--- src/core/icc_pkg.sv ---
/*
  Constants shared by the input capture channel: register offsets, control field positions,
  capture mode codes, buffer shape and interrupt status layout.
  Assumes a byte-addressed register port with 32-bit words on aligned offsets.
*/
package icc_pkg;

  localparam int ADDR_W = 4;
  localparam int DATA_W = 32;
  localparam int HALF_W = 16;

  // register offsets
  localparam logic [ADDR_W-1:0] OFF_CTRL = 4'h0;
  localparam logic [ADDR_W-1:0] OFF_BUF = 4'h4;
  localparam logic [ADDR_W-1:0] OFF_ISTAT = 4'h8;
  localparam logic [ADDR_W-1:0] OFF_IMASK = 4'hc;

  // capture_control field positions
  localparam int ENABLE_BIT = 15;
  localparam int IDLE_HALT_BIT = 13;
  localparam int FIRST_EDGE_BIT = 9;
  localparam int WIDE_BIT = 8;
  localparam int TMR_SEL_BIT = 7;
  localparam int RATE_HI = 6;
  localparam int RATE_LO = 5;
  localparam int OVF_BIT = 4;
  localparam int BNE_BIT = 3;
  localparam int MODE_HI = 2;
  localparam int MODE_LO = 0;
  localparam logic [DATA_W-1:0] CTRL_RESET = 32'h0000_0000;
  localparam logic [DATA_W-1:0] CTRL_RD_MASK = 32'h0000_a3ff;

  // capture mode codes
  localparam logic [2:0] MODE_OFF = 3'h0;
  localparam logic [2:0] MODE_ANY = 3'h1;
  localparam logic [2:0] MODE_FALL = 3'h2;
  localparam logic [2:0] MODE_RISE = 3'h3;
  localparam logic [2:0] MODE_RISE4 = 3'h4;
  localparam logic [2:0] MODE_RISE16 = 3'h5;
  localparam logic [2:0] MODE_FIRST = 3'h6;
  localparam logic [2:0] MODE_RISE_ALT = 3'h7;
  localparam logic [3:0] PRESC4_LAST = 4'h3;
  localparam logic [3:0] PRESC16_LAST = 4'hf;

  // capture buffer
  localparam int BUF_DEPTH = 4;
  localparam int PTR_W = 2;
  localparam int CNT_W = 3;

  // interrupt status layout
  localparam int IRQ_W = 2;
  localparam int IST_CAPT = 0;
  localparam int IST_OVF = 1;

endpackage : icc_pkg

--- src/core/icc_buf_if.sv ---
/*
  Link between the channel control logic and its capture buffer.
  Assumes both ends run on the same clock.
*/
`timescale 1ns/1ns
interface icc_buf_if;
  logic push;
  logic [icc_pkg::DATA_W-1:0] pushData;
  logic pop;
  logic [icc_pkg::DATA_W-1:0] popData;
  logic full;
  logic empty;
  logic clear;

  modport producer (output push, output pushData, output pop, output clear,
                    input popData, input full, input empty);
  modport store (input push, input pushData, input pop, input clear,
                 output popData, output full, output empty);
endinterface : icc_buf_if

--- src/core/icc_capture.sv ---
/*
  Input capture channel top: register port, capture control, interrupt status and mask.
  Assumes timer values and idle indication come from logic on core_clk; capIn is a raw pin.
*/
// The placing of the registers and the plain strobed port were decided locally.
// Behaviour
// - enable runs channel; clear resets, blocks new interrupt events (pending status still drives irq)
// - idle_halt set pauses channel in idle
// - first_edge_select used only in mode 110
// - wide_capture picks 32-bit timer value
// - timer_select picks third or second timer
// - interrupt_rate: every 1st..4th capture
// - overflow_flag reads one after overflow
// - buffer_not_empty reads one while values remain
// - unimplemented control bits read zero
`timescale 1ns/1ns
module icc_capture (
  input wire logic core_clk,
  input wire logic rstn,
  input wire logic [icc_pkg::ADDR_W-1:0] addr,
  input wire logic [icc_pkg::DATA_W-1:0] wrData,
  input wire logic wrStrobe,
  input wire logic rdStrobe,
  output logic [icc_pkg::DATA_W-1:0] rdData,
  input wire logic capIn,
  input wire logic idleMode,
  input wire logic [icc_pkg::HALF_W-1:0] timer2Val,
  input wire logic [icc_pkg::HALF_W-1:0] timer3Val,
  output logic irq
);

  ////////////////////////////////////////////////////////////////////////////////
  // state

  logic enable_r;
  logic idleHalt_r;
  logic firstEdge_r;
  logic wide_r;
  logic tmrSel_r;
  logic [1:0] rate_r;
  logic [2:0] mode_r;
  logic ovf_r;
  logic firstDone_r;
  logic [3:0] presc_r;
  logic [1:0] evtCnt_r;
  logic [icc_pkg::IRQ_W-1:0] istat_r;
  logic [icc_pkg::IRQ_W-1:0] imask_r;
  logic [icc_pkg::DATA_W-1:0] rdData_r;
  logic irq_r;

  logic rise;
  logic fall;
  icc_buf_if buf_if ();

  icc_edge_sync u_edge (
    .core_clk(core_clk),
    .rstn(rstn),
    .pinIn(capIn),
    .rise(rise),
    .fall(fall)
  );

  icc_capture_buf u_buf (
    .core_clk(core_clk),
    .rstn(rstn),
    .bus(buf_if.store)
  );

  ////////////////////////////////////////////////////////////////////////////////
  // address decode

  wire hitCtrl = (addr == icc_pkg::OFF_CTRL);
  wire hitBuf = (addr == icc_pkg::OFF_BUF);
  wire hitIstat = (addr == icc_pkg::OFF_ISTAT);
  wire hitImask = (addr == icc_pkg::OFF_IMASK);
  wire wrCtrl = wrStrobe & hitCtrl;
  wire wrIstat = wrStrobe & hitIstat;
  wire wrImask = wrStrobe & hitImask;

  ////////////////////////////////////////////////////////////////////////////////
  // capture qualification

  wire running = enable_r & ~(idleHalt_r & idleMode);
  wire anyEdge = rise | fall;
  wire firstSel = firstEdge_r ? rise : fall;
  wire firstHit = firstDone_r ? anyEdge : firstSel;
  wire prescMode = (mode_r == icc_pkg::MODE_RISE4) | (mode_r == icc_pkg::MODE_RISE16);
  wire [3:0] prescLast = (mode_r == icc_pkg::MODE_RISE4) ? icc_pkg::PRESC4_LAST : icc_pkg::PRESC16_LAST;
  wire prescHit = rise & (presc_r == prescLast);
  wire modeHit = (mode_r == icc_pkg::MODE_ANY) ? anyEdge :
                 (mode_r == icc_pkg::MODE_FALL) ? fall :
                 (mode_r == icc_pkg::MODE_RISE) ? rise :
                 (mode_r == icc_pkg::MODE_RISE_ALT) ? rise :
                 prescMode ? prescHit :
                 (mode_r == icc_pkg::MODE_FIRST) ? firstHit : 1'b0;
  wire edgeHit = running & modeHit;

  // narrow capture zero-extends; wide capture puts the third timer in the high half
  wire [icc_pkg::HALF_W-1:0] narrowVal = tmrSel_r ? timer2Val : timer3Val;
  wire [icc_pkg::DATA_W-1:0] capValue = wide_r ? {timer3Val, timer2Val} : {16'h0000, narrowVal};

  // a capture into a full buffer is dropped so older unread values survive
  wire pushOk = edgeHit & ~buf_if.full;
  wire ovfEvt = edgeHit & buf_if.full;
  wire rateHit = edgeHit & (evtCnt_r == rate_r);
  wire popReq = rdStrobe & hitBuf & ~buf_if.empty;

  assign buf_if.push = pushOk;
  assign buf_if.pushData = capValue;
  assign buf_if.pop = popReq;
  assign buf_if.clear = ~enable_r;

  ////////////////////////////////////////////////////////////////////////////////
  // interrupt status

  wire [icc_pkg::IRQ_W-1:0] evtVec = {ovfEvt, rateHit};
  wire [icc_pkg::IRQ_W-1:0] clrVec = wrIstat ? wrData[icc_pkg::IRQ_W-1:0] : '0;
  // set wins over a same-cycle write-one-to-clear
  wire [icc_pkg::IRQ_W-1:0] istatNxt = (istat_r & ~clrVec) | evtVec;
  wire [icc_pkg::IRQ_W-1:0] imaskNxt = wrImask ? wrData[icc_pkg::IRQ_W-1:0] : imask_r;
  wire irqNxt = |(istatNxt & imaskNxt);

  ////////////////////////////////////////////////////////////////////////////////
  // read mux

  logic [icc_pkg::DATA_W-1:0] ctrlRd;
  always_comb begin
    ctrlRd = '0;
    ctrlRd[icc_pkg::ENABLE_BIT] = enable_r;
    ctrlRd[icc_pkg::IDLE_HALT_BIT] = idleHalt_r;
    ctrlRd[icc_pkg::FIRST_EDGE_BIT] = firstEdge_r;
    ctrlRd[icc_pkg::WIDE_BIT] = wide_r;
    ctrlRd[icc_pkg::TMR_SEL_BIT] = tmrSel_r;
    ctrlRd[icc_pkg::RATE_HI:icc_pkg::RATE_LO] = rate_r;
    ctrlRd[icc_pkg::OVF_BIT] = ovf_r;
    ctrlRd[icc_pkg::BNE_BIT] = ~buf_if.empty;
    ctrlRd[icc_pkg::MODE_HI:icc_pkg::MODE_LO] = mode_r;
  end

  // empty buffer reads zero; unmapped offsets read zero
  wire [icc_pkg::DATA_W-1:0] rdMux = hitCtrl ? ctrlRd :
                                     hitBuf ? (buf_if.empty ? '0 : buf_if.popData) :
                                     hitIstat ? {30'h0000_0000, istat_r} :
                                     hitImask ? {30'h0000_0000, imask_r} : '0;

  ////////////////////////////////////////////////////////////////////////////////
  // registers

  // configuration stays writable at any time; software should change it while disabled
  always_ff @(posedge core_clk or negedge rstn) begin
    if (!rstn) begin
      enable_r <= icc_pkg::CTRL_RESET[icc_pkg::ENABLE_BIT];
      idleHalt_r <= icc_pkg::CTRL_RESET[icc_pkg::IDLE_HALT_BIT];
      firstEdge_r <= icc_pkg::CTRL_RESET[icc_pkg::FIRST_EDGE_BIT];
      wide_r <= icc_pkg::CTRL_RESET[icc_pkg::WIDE_BIT];
      tmrSel_r <= icc_pkg::CTRL_RESET[icc_pkg::TMR_SEL_BIT];
      rate_r <= icc_pkg::CTRL_RESET[icc_pkg::RATE_HI:icc_pkg::RATE_LO];
      mode_r <= icc_pkg::CTRL_RESET[icc_pkg::MODE_HI:icc_pkg::MODE_LO];
    end else if (wrCtrl) begin
      enable_r <= wrData[icc_pkg::ENABLE_BIT];
      idleHalt_r <= wrData[icc_pkg::IDLE_HALT_BIT];
      firstEdge_r <= wrData[icc_pkg::FIRST_EDGE_BIT];
      wide_r <= wrData[icc_pkg::WIDE_BIT];
      tmrSel_r <= wrData[icc_pkg::TMR_SEL_BIT];
      rate_r <= wrData[icc_pkg::RATE_HI:icc_pkg::RATE_LO];
      mode_r <= wrData[icc_pkg::MODE_HI:icc_pkg::MODE_LO];
    end
  end

  // channel state is held reset while disabled
  always_ff @(posedge core_clk or negedge rstn) begin
    if (!rstn) begin
      ovf_r <= 1'b0;
      firstDone_r <= 1'b0;
      presc_r <= '0;
      evtCnt_r <= '0;
    end else if (!enable_r) begin
      ovf_r <= 1'b0;
      firstDone_r <= 1'b0;
      presc_r <= '0;
      evtCnt_r <= '0;
    end else begin
      ovf_r <= ovf_r | ovfEvt;
      firstDone_r <= firstDone_r | (edgeHit & (mode_r == icc_pkg::MODE_FIRST));
      // restart after each prescaled hit so every 4th rise captures, not every 16th
      presc_r <= (running & prescMode & prescHit) ? 4'h0 :
                 (running & prescMode & rise) ? presc_r + 4'h1 : presc_r;
      evtCnt_r <= rateHit ? 2'h0 : (edgeHit ? evtCnt_r + 2'h1 : evtCnt_r);
    end
  end

  always_ff @(posedge core_clk or negedge rstn) begin
    if (!rstn) begin
      istat_r <= '0;
      imask_r <= '0;
      irq_r <= 1'b0;
      rdData_r <= '0;
    end else begin
      istat_r <= istatNxt;
      imask_r <= imaskNxt;
      irq_r <= irqNxt;
      rdData_r <= rdStrobe ? rdMux : '0;
    end
  end

  assign rdData = rdData_r;
  assign irq = irq_r;

  // helper: edges counted since last capture interrupt event
  logic [2:0] chkCnt_r;
  always_ff @(posedge core_clk or negedge rstn) begin
    if (!rstn) begin
      chkCnt_r <= '0;
    end else if (!enable_r || rateHit) begin
      chkCnt_r <= '0;
    end else if (edgeHit) begin
      chkCnt_r <= chkCnt_r + 3'h1;
    end
  end
endmodule : icc_capture

--- src/core/icc_edge_sync.sv ---
/*
  Two-stage synchroniser for the capture pin plus rising and falling edge pulses.
  Assumes the pin is asynchronous to core_clk and wider than two clock periods per level.
*/
`timescale 1ns/1ns
module icc_edge_sync (
  input wire logic core_clk,
  input wire logic rstn,
  input wire logic pinIn,
  output logic rise,
  output logic fall
);

  logic meta_r;
  logic sync_r;
  logic prev_r;

  always_ff @(posedge core_clk or negedge rstn) begin
    if (!rstn) begin
      meta_r <= 1'b0;
      sync_r <= 1'b0;
      prev_r <= 1'b0;
    end else begin
      meta_r <= pinIn;
      sync_r <= meta_r;
      prev_r <= sync_r;
    end
  end

  // edges are seen only after the second stage
  assign rise = sync_r & ~prev_r;
  assign fall = ~sync_r & prev_r;

endmodule : icc_edge_sync

--- src/core/icc_capture_buf.sv ---
/*
  Small first-in first-out store of captured timer values.
  Assumes the producer never pushes while full; clear wins over push and pop.
*/
`timescale 1ns/1ns
module icc_capture_buf (
  input wire logic core_clk,
  input wire logic rstn,
  icc_buf_if.store bus
);

  logic [icc_pkg::DATA_W-1:0] mem [icc_pkg::BUF_DEPTH];
  logic [icc_pkg::PTR_W-1:0] wrPtr_r;
  logic [icc_pkg::PTR_W-1:0] rdPtr_r;
  logic [icc_pkg::CNT_W-1:0] count_r;
  logic doPush;
  logic doPop;

  assign bus.full = (count_r == icc_pkg::CNT_W'(icc_pkg::BUF_DEPTH));
  assign bus.empty = (count_r == '0);
  assign bus.popData = mem[rdPtr_r];
  assign doPush = bus.push & ~bus.full;
  assign doPop = bus.pop & ~bus.empty;

  always_ff @(posedge core_clk) begin
    if (doPush) begin
      mem[wrPtr_r] <= bus.pushData;
    end
  end

  always_ff @(posedge core_clk or negedge rstn) begin
    if (!rstn) begin
      wrPtr_r <= '0;
      rdPtr_r <= '0;
      count_r <= '0;
    end else if (bus.clear) begin
      wrPtr_r <= '0;
      rdPtr_r <= '0;
      count_r <= '0;
    end else begin
      wrPtr_r <= wrPtr_r + PTR_ONE(doPush);
      rdPtr_r <= rdPtr_r + PTR_ONE(doPop);
      count_r <= count_r + icc_pkg::CNT_W'(doPush) - icc_pkg::CNT_W'(doPop);
    end
  end

  function automatic logic [icc_pkg::PTR_W-1:0] PTR_ONE(input logic step);
    PTR_ONE = icc_pkg::PTR_W'(step);
  endfunction : PTR_ONE
endmodule : icc_capture_buf

--- config.mk ---
export PLATFORM = sky130hd
export DESIGN_NAME = icc_capture
export DESIGN_NICKNAME = d
export VERILOG_FILES = /design/src/core/icc_pkg.sv /design/src/core/icc_buf_if.sv /design/src/core/icc_capture.sv /design/src/core/icc_edge_sync.sv /design/src/core/icc_capture_buf.sv
export SDC_FILE = /design/constraint.sdc
export NUM_CORES = 1
export LEC_CHECK = 0
export BUFFER_PORTS_ARGS = -buffer_cell sky130_fd_sc_hd__buf_4
export CORE_MARGIN = 4
export CORE_UTILIZATION = 61
export CTS_BUF_LIST = sky130_fd_sc_hd__clkbuf_4 sky130_fd_sc_hd__clkbuf_8 sky130_fd_sc_hd__clkbuf_16
export DETAILED_ROUTE_END_ITERATION = 10
export MAX_ROUTING_LAYER = met4
export PLACE_DENSITY = 0.83
export SLEW_MARGIN = 10
export SYNTH_ARGS = -nofsm -noshare
export SYNTH_HDL_FRONTEND = slang
export SYNTH_SLANG_ARGS = --single-unit
--- constraint.sdc ---
create_clock -name core_clk -period 10.7 [get_ports core_clk]
set_input_delay 0.535 -clock core_clk [delete_from_list [all_inputs] [get_ports core_clk]]
set_output_delay 0.535 -clock core_clk [all_outputs]
set_load 0.005 [all_outputs]
==> impl_metrics.py, run 1 <==
metrics = {
    "pwr": {
        "swShare": 0.244,
        "power_frac_clock": 0.367,
        "power.net_switching_uw": 410,
        "p_int_mw": 1.27,
        "ir_drop_mv": 0.165,
        "pwr-share-seq": 0.529,
        "pwr-share-comb": 0.104,
        "p_leak_nw": 3.59,
        "power_density_nw_per_um2": 184,
    },
    "setup_path": {
        "rr_worst_depth": 12,
        "r2r-end": "u_buf.count_r[2]",
        "crit_path_max_fanout": 26,
        "critPathLaunch": "u_buf.count_r[1]",
        "crit_arrival_ns": 3.56,
        "r2r_start": "u_buf.count_r[1]",
        "reg2reg_slack_ns": 7.46,
        "start_kind": "flop",
        "crit_path_end_kind": "flop",
        "critPathRequiredTime_ns": 11.03,
        "critPathKind": "flop to flop",
        "critPathSlowestCell": "or3_1",
        "crit_chain": "or3_1, and4b_1, buf_4, and2_1, ha_1, inv_1, ha_1, inv_1, fa_1, xnor2_1, xnor2_1, and2_1",
        "slowest_delay_ns": 0.45,
    },
    "routing": {
        "drt_first_iter_violations": 413,
        "drc": 0,
        "vias": 4313,
        "dr_wl_met2_um": 7800,
        "routedWlPerCell_um": 21.7,
        "drt_pass1_iterations": 5,
        "highest_layer": "met4",
        "wl_met3_um": 1080,
        "wl_um": 15400,
        "via_per_inst": 6.06,
        "met1_length_um": 6280,
        "drtAntennaViolNets": 0,
    },
    "sta": {
        "worstMarginPinSlew_ns": 0.825,
        "finalClockSkew_ns": 0.0102,
        "post-route-min-period_ns": 3.24,
        "finalCritPeriodShare": 0.302,
        "relSlewSlack": 0.450,
        "max_freq_mhz": 309,
        "final_max_slew_viol_count": 0,
        "finalSetupTns_ns": 0,
        "rsz0062_at_grt": "false",
        "setup_viol": 0,
        "hold_viol_final": 0,
    },
    "clock_tree": {
        "postCtsSetupBuffers": 0,
        "clkTransAtPathRegs_ns": 0.07,
        "cts_root_buf": "clkbuf_16",
        "ctsResizeCount": 0,
        "clock_sinks": 193,
        "cts_buffers": 17,
        "cts_tree": "yes",
        "clock_latency_ns": 0.43,
        "h-tree-depth": 4,
        "ctsHoldBuffers": 0,
        "cts_max_path_buffers": 2,
    },
    "flow_run": {
        "drv_cap": 0,
    },
    "floorplanning": {
        "initial_utilization": 0.635,
        "core.rowCount": 40,
        "die_h_um": 121,
        "ios": 107,
        "die-area_um2": 14600,
        "die_x_um": 121,
        "core_area_um2": 12200,
    },
    "min_path": {
        "hold_class": "input port to asynchronous set/reset pin",
    },
    "synthesis": {
        "yosys.cell_types.count": 56,
        "yosys_warnings": 0,
        "avgSynthCellArea_um2": 17.5,
        "async_flop_share": 0.337,
        "syn_nets": 526,
        "syn_inst": 444,
        "seq_area_frac_synth": 0.705,
        "ys_ff_latch": 193,
        "synth_edf_count": 128,
        "synthFlopType": "edfxtp_1",
        "netlist_area_um2": 7760,
    },
    "grt": {
        "grt_pass1_vias": 4474,
        "grt_overflow": 0,
        "grt_antenna_before_repair": 0,
        "grtUsageTotal": 0.239,
        "grt_pass1_wl_um": 24700,
        "grt_start_max_net_pins": 66,
    },
    "layout": {
        "fin_util": 0.749,
        "area_delta_synth_final_pct": 17.8,
        "antenna-diode-count": 0,
        "drive_above_1_share": 0.355,
        "fin_area_um2": 9140,
        "nets": 613,
        "layoutNonFillerInstCount": 712,
    },
    "placement": {
        "port_buffers": 84,
        "place_congestion": 0.774,
        "hpwl_um": 9670,
        "place_inst": 680,
        "postPlaceCellArea_um2": 8560,
    },
    "outcome": {
        "status": "finished, final reports clean",
    },
}
[per-stage QoR]
stage                     total power [mW]  hold slack (ns)  setup slack, ns
after floorplan                       1.01            0.239             5.60
after detailed placement              1.08            0.343             7.49
after CTS                             1.69            0.194             7.48
after global routing                  1.74            0.186             7.33
final                                 1.68            0.203             7.46
after global placement                1.06            0.349             7.62
[worst max-delay path by stage]
| stage | slack [ns] | depth (start not counted) | end |
|---|---|---|---|
| floorplan | 5.60 | 7 | u_buf.mem[0][0] |
| global placement | 7.62 | 8 | u_buf.mem[3][17] |
| detailed placement | 7.49 | 13 | u_buf.count_r[2] |
| CTS | 7.48 | 12 | u_buf.count_r[2] |
| global route | 7.33 | 12 | u_buf.count_r[2] |
| finish | 7.46 | 12 | u_buf.count_r[2] |
[area by class of cell]
cell class                      count  area [um^2]
Sequential cell                   193         5470
Fill cell                         754         3070
Multi-Input combinational cell    218         2160
Timing Repair Buffer               92          691
Clock buffer                       18          433
Tap cell                          168          210
Clock inverter                     14          146
Inverter                            9         33.8
[flip-flops by register name, indices dropped and copies added, names as in the netlist, 2 cells and up]
register / count
mode_r: 3
imask_r: 2
istat_r: 2
rate_r: 2
rdData: 32
u_buf.count_r: 3
u_buf.wrPtr_r: 2
presc_r: 4
u_buf.mem: 128
u_buf.rdPtr_r: 2
evtCnt_r: 2
[cell usage after synthesis, drive strengths merged (3+ instances only)]
cell type  count  area [um^2]
nand2         16         60.1
clkbuf        15         56.3
o21ai          4         20.0
mux4          32          721
nand3          4         20.0
dfrtp         65         1630
a22o          10         87.6
and2          26          163
inv            9         33.8
mux2          26          293
nor4           3         25.0
nor2b          7         43.8
nor2          10         37.5
a22oi          3         22.5
edfxtp       128         3840
mux2i          5         50.1
ha             7         87.6
and3          20          125
xnor2          4         35.0
buf            9         58.8
[cells in the final DEF, fill, tap and decap left out, drive strengths merged, types with 3 or more instances in the layout]
cell,netlist,routed
a22o,10,10
a22oi,3,3
and2,26,26
and3,20,20
buf,9,92
clkbuf,15,18
clkinvlp,0,4
dfrtp,65,65
edfxtp,128,128
ha,7,7
inv,9,17
mux2,26,26
mux2i,5,5
mux4,32,32
nand2,16,16
nand3,4,4
nor2,10,10
nor2b,7,7
nor4,3,3
o21ai,4,4
xnor2,4,4
[power by group through the flow]
stage                     Clock (mW)  Sequential, mW  Combinational (mW)
after global routing           0.659           0.893               0.191
after CTS                      0.624           0.888               0.175
after global placement             0           0.900               0.165
after detailed placement           0           0.903               0.173
after floorplan                    0           0.885               0.123
final                          0.615           0.888               0.175
[critical path, delay by kind of cell, from the launching register on]
kind	cells	cell delay (ns)
and+or+nand+nor	4	1.15
adders and majority gates	3	0.87
DFF	1	0.43
buffers and inverters	3	0.35
xor gates and xnor gates	2	0.33
[layer usage]
layer	track usage	up-vias
met5	-	-
met2	0.370	187
met4	0.0786	0
met3	0.0702	25
li1	-	1889
met1	0.310	2212
[cells by family after synthesis]
logic type,after synthesis,synth area share
DFF,193,0.705
AOI/OAI and AO/OA,38,0.0400
adders and majority gates,8,0.0139
muxes,63,0.137
and+or+nand+nor,103,0.0779
xor gates and xnor gates,6,0.00677
buffers and inverters,33,0.0192
No activity file was read; power rests on OpenSTA's default activity.
==> run 2, diff against run 1 <==
--- a/config.mk
+++ b/config.mk
@@ -5,13 +5,14 @@
 export SDC_FILE = /design/constraint.sdc
 export NUM_CORES = 1
 export LEC_CHECK = 0
+export ABC_AREA = 1
 export BUFFER_PORTS_ARGS = -buffer_cell sky130_fd_sc_hd__buf_4
 export CORE_MARGIN = 4
-export CORE_UTILIZATION = 61
+export CORE_UTILIZATION = 57
 export CTS_BUF_LIST = sky130_fd_sc_hd__clkbuf_4 sky130_fd_sc_hd__clkbuf_8 sky130_fd_sc_hd__clkbuf_16
 export DETAILED_ROUTE_END_ITERATION = 10
 export MAX_ROUTING_LAYER = met4
-export PLACE_DENSITY = 0.83
+export PLACE_DENSITY = 0.78
 export SLEW_MARGIN = 10
 export SYNTH_ARGS = -nofsm -noshare
 export SYNTH_HDL_FRONTEND = slang
==> constraint.sdc (replaced) <==
create_clock -name core_clk -period 3.2 [get_ports core_clk]
set_input_delay 0.16 -clock core_clk [delete_from_list [all_inputs] [get_ports core_clk]]
set_output_delay 0.16 -clock core_clk [all_outputs]
set_load 0.005 [all_outputs]
==> run 2 against run 1 <==
Compared with the run above: global-route usage is 1.5 points lower; sequential power rose to 3.5 times the previous value; design area increased by 1.8%; non-clock buffer count up 11; combinational power rose to 6.3 times the previous value; synthesized area is 1.3% higher; utilization fell by 5.2 points.
==> impl_metrics.py, run 2 <==
metrics = {
    "routing": {
        "routedWlPerCell_um": 17.7,
        "drt_first_iter_violations": 524,
        "drt_pass1_iterations": 5,
        "drtAntennaViolNets": 0,
        "wl_um": 16700,
        "drc": 0,
        "via_per_inst": 5.63,
        "vias": 5318,
    },
    "synthesis": {
        "ys_ff_latch": 193,
        "ys_top_cells_by_area": "edfxtp_1 (49%), dfrtp_1 (21%), nand2_1 (4.3%), o21ai_0 (3.4%), nor2_1 (3.3%)",
        "avgSynthCellArea_um2": 11.9,
        "syn_nets": 743,
        "synth_common_cells": "edfxtp_1 (128), nand2_1 (90), nor2_1 (70)",
        "yosys_warnings": 0,
        "syn_inst": 661,
        "synth_top_area_frac": 0.489,
        "netlist_area_um2": 7860,
        "synth.most_common_cell": "edfxtp_1",
        "synthFlopType": "edfxtp_1",
        "synth_edf_count": 128,
        "yosys.area.top_type": "edfxtp_1",
        "seq_area_frac_synth": 0.696,
        "async_flop_share": 0.337,
        "yosys.cell_types.count": 38,
    },
    "sta": {
        "finalCritPeriodShare": 0.788,
        "setup_viol": 0,
        "worstMarginPinSlew_ns": 0.839,
        "max_freq_mhz": 397,
        "rsz0062_at_grt": "false",
        "finalSetupTns_ns": 0,
        "whs_ns": 0.0259,
        "final_max_slew_viol_count": 0,
        "relSlewSlack": 0.441,
        "hold_viol_final": 0,
        "finalClockSkew_ns": 0.00921,
        "post-route-min-period_ns": 2.52,
    },
    "setup_path": {
        "critPathRequiredTime_ns": 3.55,
        "crit_path_end_kind": "flop",
        "crit_chain": "nor3_1, nor3_4, nand2_2, inv_2, ha_1, inv_1, ha_1, inv_1, fa_1, xor2_1, nor2_1",
        "crit_path_max_fanout": 6,
        "critPathSlowestCell": "nor3_1",
        "slowest_delay_ns": 0.49,
        "critPathKind": "flop to flop",
        "path_buf_inv": 3,
        "start_kind": "flop",
        "path_delay_family": "simple AND/OR/NAND/NOR gates",
        "crit_arrival_ns": 2.87,
    },
    "clock_tree": {
        "cts_tree": "yes",
        "h-tree-depth": 4,
        "clock_sinks": 193,
        "postCtsSetupBuffers": 0,
        "cts_root_buf": "clkbuf_16",
        "ctsHoldBuffers": 8,
        "cts_max_path_buffers": 2,
        "clkTransAtPathRegs_ns": 0.06,
        "cts_buffers": 17,
        "ctsResizeCount": 0,
        "clock_latency_ns": 0.42,
    },
    "layout": {
        "largest-register": "u_buf.mem",
        "fin_util": 0.697,
        "drive_above_1_share": 0.243,
        "largest_reg_flops": 128,
        "area_delta_synth_final_pct": 18.4,
        "nets": 838,
        "fin_area_um2": 9300,
        "antenna-diode-count": 0,
        "nFillCells": 917,
        "final_common_cell": "edfxtp_1",
        "mostFrequentLayoutCells": "edfxtp_1 (128), buf_4 (95), nand2_1 (90), nor2_1 (66), dfrtp_1 (64)",
    },
    "pwr": {
        "p_leak_nw": 4.03,
        "finalPower_mw": 6.18,
        "power_density_nw_per_um2": 665,
        "ir_drop_mv": 0.413,
    },
    "floorplanning": {
        "core_area_um2": 13300,
        "ios": 107,
        "die_x_um": 125,
        "die-area_um2": 15700,
        "die_h_um": 125,
        "initial_utilization": 0.589,
        "core.rowCount": 42,
    },
    "placement": {
        "place_congestion": 0.915,
        "postPlaceCellArea_um2": 8680,
        "hpwl_um": 10200,
        "port_buffers": 84,
    },
    "grt": {
        "grt_pass1_wl_um": 26800,
        "grt_pass1_vias": 5478,
        "grt_antenna_before_repair": 0,
        "grt_overflow": 0,
        "grt_start_max_net_pins": 66,
        "grtUsageTotal": 0.224,
    },
    "outcome": {
        "status": "finished, final reports clean",
    },
    "min_path": {
        "hold_class": "input port to flop",
    },
    "flow_run": {
        "drv_cap": 0,
    },
}
[run 2: changes by cell type after synthesis, moves of 14 or more]
cell	change
a21oi_1	+22
and2_1	-26
and3_1	-19
inv_1	+40
inv_2	+28
mux4_2	-32
nand2_1	+74
nand3_1	+14
nor2_1	+60
o21ai_0	+50
o22ai_1	+28
[run 2: logic make-up after synthesis]
logic type,count (synthesis),share of synthesized area
AO/OA/AOI/OAI,135,0.0995
XOR/XNOR,5,0.00557
adder cells (fa/ha/maj),8,0.0137
buffers and inverters,106,0.0532
flip-flops,193,0.696
multiplexers,19,0.0271
AND/OR/NAND/NOR,195,0.105
[run 2: per-stage QoR]
| step | std cells | setup WS (ns) |
|---|---|---|
| global placement | 905 | 0.813 |
| detailed placement | 905 | 0.691 |
| CTS | 945 | 0.661 |
| finish | 945 | 0.679 |
| floorplan | 661 | 0.0807 |
| global route | 945 | 0.543 |
[run 2: power by group]
group          leakage, nW  switching (mW)  internal [mW]  total [mW]
clock network        0.261           0.852           1.08        1.94
logic                 1.74           0.704          0.396        1.10
registers             2.02           0.157           2.99        3.15
total                 4.03            1.71           4.47        6.18
[run 2: metal layers]
metal / global-route usage / vias to the layer above / routed length [um] / part of all wire
met5: - / - / 0 / 0
met4: 0.0931 / 0 / 420 / 0.025
met3: 0.0439 / 33 / 1100 / 0.066
met1: 0.273 / 2595 / 6460 / 0.39
met2: 0.369 / 220 / 8770 / 0.52
li1: - / 2470 / - / -
[run 2: path summary, 6_finish.rpt]
path | depth (start not counted) | slack [ns] | end | start
min reg2reg | 0 | 0.39 | u_edge.sync_r | u_edge.meta_r
min | 3 | 0.03 | mode_r[2] | wrData[2]
min in group asynchronous | 2 | 0.39 | rdData[20] | rstn
max in group asynchronous | 2 | 2.22 | u_buf.rdPtr_r[0] | rstn
max reg2reg | 11 | 0.68 | u_buf.count_r[2] | u_buf.count_r[1]
max | 11 | 0.68 | u_buf.count_r[2] | u_buf.count_r[1]
[run 2: area by class of cell]
| cell class | instances | area (um^2) | share of cell area |
|---|---|---|---|
| flip-flops and latches | 193 | 5470 | 0.588 |
| well taps | 176 | 220 | 0.0237 |
| repair buffers | 103 | 793 | 0.0853 |
| multi-input cells | 362 | 1980 | 0.213 |
| inverters | 79 | 297 | 0.0319 |
| clock buffers | 20 | 448 | 0.0482 |
| clock inverters | 12 | 93.8 | 0.0101 |
[run 2: worst register-to-register path: stages (launching register included)]
cell	delay, ns
dfrtp_1	0.44
nor3_1	0.49
nor3_4	0.14
nand2_2	0.16
inv_2	0.06
ha_1	0.29
inv_1	0.06
ha_1	0.13
inv_1	0.05
fa_1	0.38
xor2_1	0.17
nor2_1	0.10
==> run 3, diff against run 2 <==
==> constraint.sdc (replaced) <==
create_clock -name core_clk -period 2.39 [get_ports core_clk]
set_input_delay 0.1195 -clock core_clk [delete_from_list [all_inputs] [get_ports core_clk]]
set_output_delay 0.1195 -clock core_clk [all_outputs]
set_load 0.005 [all_outputs]
==> run 3 against run 2 <==
Compared with the run above: critical path type unchanged; largest cell class unchanged; wire length grew 8.1%; clock power grew 53%; first-iteration DRC count increased by 25%; register-to-register slack worse by 0.63 ns; maximum frequency up 7.9%; cell count increased by 2.8%; worst hold slack better by 0.0082 ns; utilization up 3.1 points; via count is 3.7% higher; critical path depth up 5; design area rose by 4.4%; sequential power rose by 32%.
==> impl_metrics.py, run 3 (synthesis gave the netlist of run 2 again) <==
metrics = {
    "floorplanning": {
        "ios": 107,
        "core.rowCount": 42,
        "core_area_um2": 13300,
        "die_h_um": 125,
        "initial_utilization": 0.589,
        "die_x_um": 125,
        "die-area_um2": 15700,
    },
    "setup_path": {
        "crit_chain": "inv_1, ha_1, nand2_1, nand3_2, nand3_1, nand2_1, nand2_1, nand2_1, nand2_2, nand2_4, nand2_4, nor2_4, buf_4, nand2_2, nor2_2, buf_4",
        "r2r-end": "u_buf.mem[2][27]",
        "critPathKind": "flop to flop",
        "path_common_cell": "nand2_1",
        "crit_arrival_ns": 2.46,
        "path_delay_family": "simple AND/OR/NAND/NOR gates",
        "crit_path_end_kind": "flop",
        "slowest_delay_ns": 0.42,
        "crit_path_max_fanout": 11,
        "rr_worst_depth": 16,
        "start_kind": "flop",
        "r2r_start": "u_edge.sync_r",
        "reg2reg_slack_ns": 0.05,
        "critPathSlowestCell": "dfrtp_1",
        "path_buf_inv": 3,
        "critPathRequiredTime_ns": 2.51,
    },
    "min_path": {
        "hold_depth": 3,
        "whs_endpoint": "u_buf.mem[2][28]",
        "hold_class": "input port to flop",
        "min-delay-start": "timer3Val[12]",
    },
    "layout": {
        "area_delta_synth_final_pct": 23.6,
        "largest_reg_flops": 128,
        "largest-register": "u_buf.mem",
        "drive_above_1_share": 0.272,
        "nFillCells": 844,
        "mostFrequentLayoutCells": "edfxtp_1 (128), buf_4 (109), nand2_1 (90), nor2_1 (66), dfrtp_1 (63)",
        "fin_area_um2": 9710,
        "nets": 864,
        "antenna-diode-count": 0,
        "final_common_cell": "edfxtp_1",
    },
    "clock_tree": {
        "cts_max_path_buffers": 2,
        "cts_tree": "yes",
        "cts_root_buf": "clkbuf_16",
        "h-tree-depth": 4,
        "clock_latency_ns": 0.43,
        "clock_sinks": 193,
        "cts_buffers": 17,
        "clkTransAtPathRegs_ns": 0.07,
    },
    "sta": {
        "worstMarginPinSlew_ns": 0.876,
        "relSlewSlack": 0.416,
        "max_freq_mhz": 428,
        "finalCritPeriodShare": 0.978,
        "hold_viol_final": 0,
        "finalClockSkew_ns": 0.0103,
        "setup_viol": 0,
        "setup_ws_ns": 0.0525,
        "whs_ns": 0.0342,
        "rsz0062_at_grt": "true",
        "final_max_slew_viol_count": 0,
        "post-route-min-period_ns": 2.34,
    },
    "pwr": {
        "p_int_mw": 6.49,
        "ir_drop_mv": 0.549,
        "power_density_nw_per_um2": 914,
        "p_leak_nw": 4.22,
        "swShare": 0.268,
        "finalPower_mw": 8.88,
        "pwr-share-seq": 0.469,
        "power.net_switching_mw": 2.38,
        "pwr-share-comb": 0.196,
        "power_frac_clock": 0.335,
    },
    "placement": {
        "postPlaceCellArea_um2": 8790,
        "dp_slack_ns": 0.0163,
        "port_buffers": 84,
        "place_congestion": 0.871,
        "hpwl_um": 10700,
    },
    "grt": {
        "grtUsageTotal": 0.232,
        "grt_pass1_wl_um": 27400,
        "grt_antenna_before_repair": 0,
        "grt_overflow": 0,
        "grt_start_max_net_pins": 66,
        "grt_pass1_vias": 5506,
    },
    "routing": {
        "drc": 0,
        "routedWlPerCell_um": 18.6,
        "via_per_inst": 5.68,
        "drtAntennaViolNets": 0,
        "drt_pass1_iterations": 6,
        "drt_first_iter_violations": 653,
        "wl_um": 18100,
        "vias": 5516,
    },
    "flow_run": {
        "drv_cap": 0,
    },
    "outcome": {
        "status": "finished, final reports clean",
    },
}
-- run 3: changes by cell type in the layout (fill, tap and decap cells not counted), moves of 3 or more --
| cell | before | now |
|---|---|---|
| buf_12 | 0 | 3 |
| dlygate4sd3_1 | 8 | 13 |
| buf_4 | 95 | 109 |
| bufinv_16 | 1 | 4 |
| ha_1 | 7 | 4 |
-- run 3: metrics by stage --
step                cells   util  TNS (ns)
finish                971  0.728         0
global route          971  0.728     -7.07
CTS                   960  0.716         0
detailed placement    915  0.659         0
global placement      915  0.659         0
floorplan             661      -    -26.11
-- run 3: area by class of cell --
class                      count  area [um^2]  area share
clock inverter                10          159      0.0164
timing repair buffer         129         1080       0.111
sequential                   193         5470       0.563
tap                          176          220      0.0227
inverter                      79          297      0.0305
multi-input combinational    362         2010       0.207
clock buffer                  22          469      0.0483
-- run 3: worst max path at each step --
stage | start | to | slack, ns | depth (start not counted)
2_1_floorplan | u_edge.prev_r | u_buf.mem[0][0] | -0.20 | 14
3_5_place_dp | u_edge.prev_r | u_buf.count_r[2] | 0.02 | 17
5_1_grt | u_edge.sync_r | u_buf.mem[2][25] | -0.11 | 16
6_report | u_edge.sync_r | u_buf.mem[2][27] | 0.05 | 16
4_1_cts | u_edge.prev_r | u_buf.count_r[2] | 0.03 | 17
3_3_place_gp | u_edge.prev_r | u_buf.count_r[2] | 0.12 | 17
-- run 3: power by group through the flow --
stage                     clock [mW]  sequential [mW]  combinational (mW)
after detailed placement           0             4.22                1.58
after floorplan                    0             4.19                1.03
after global placement             0             4.20                1.51
after CTS                       2.98             4.15                1.62
after global routing            3.14             4.19                1.91
final                           2.97             4.17                1.74
-- run 3: timing repair --
action | in CTS | in global routing
cloned | 0 | 3
setup endpoints to repair | 1 | 130
hold buffers | 13 | 0
pin swaps | 0 | 3
setup buffers | 0 | 8
hold endpoints to repair | 80 | 0
resized for setup | 1 | 10
-- run 3: per-layer routing --
layer | up-vias | track usage | share of wire
li1 | 2519 | - | -
met1 | 2711 | 0.270 | 0.37
met2 | 262 | 0.400 | 0.53
met3 | 24 | 0.0456 | 0.076
met4 | 0 | 0.0893 | 0.018
met5 | - | - | 0
-- run 3: worst reg2reg max path, delay by kind of cell, from the launching register on --
kind,cells,cell delay (ns)
flops,1,0.42
buf+inv,3,0.46
simple gates,12,0.98
fa+ha+maj,1,0.15
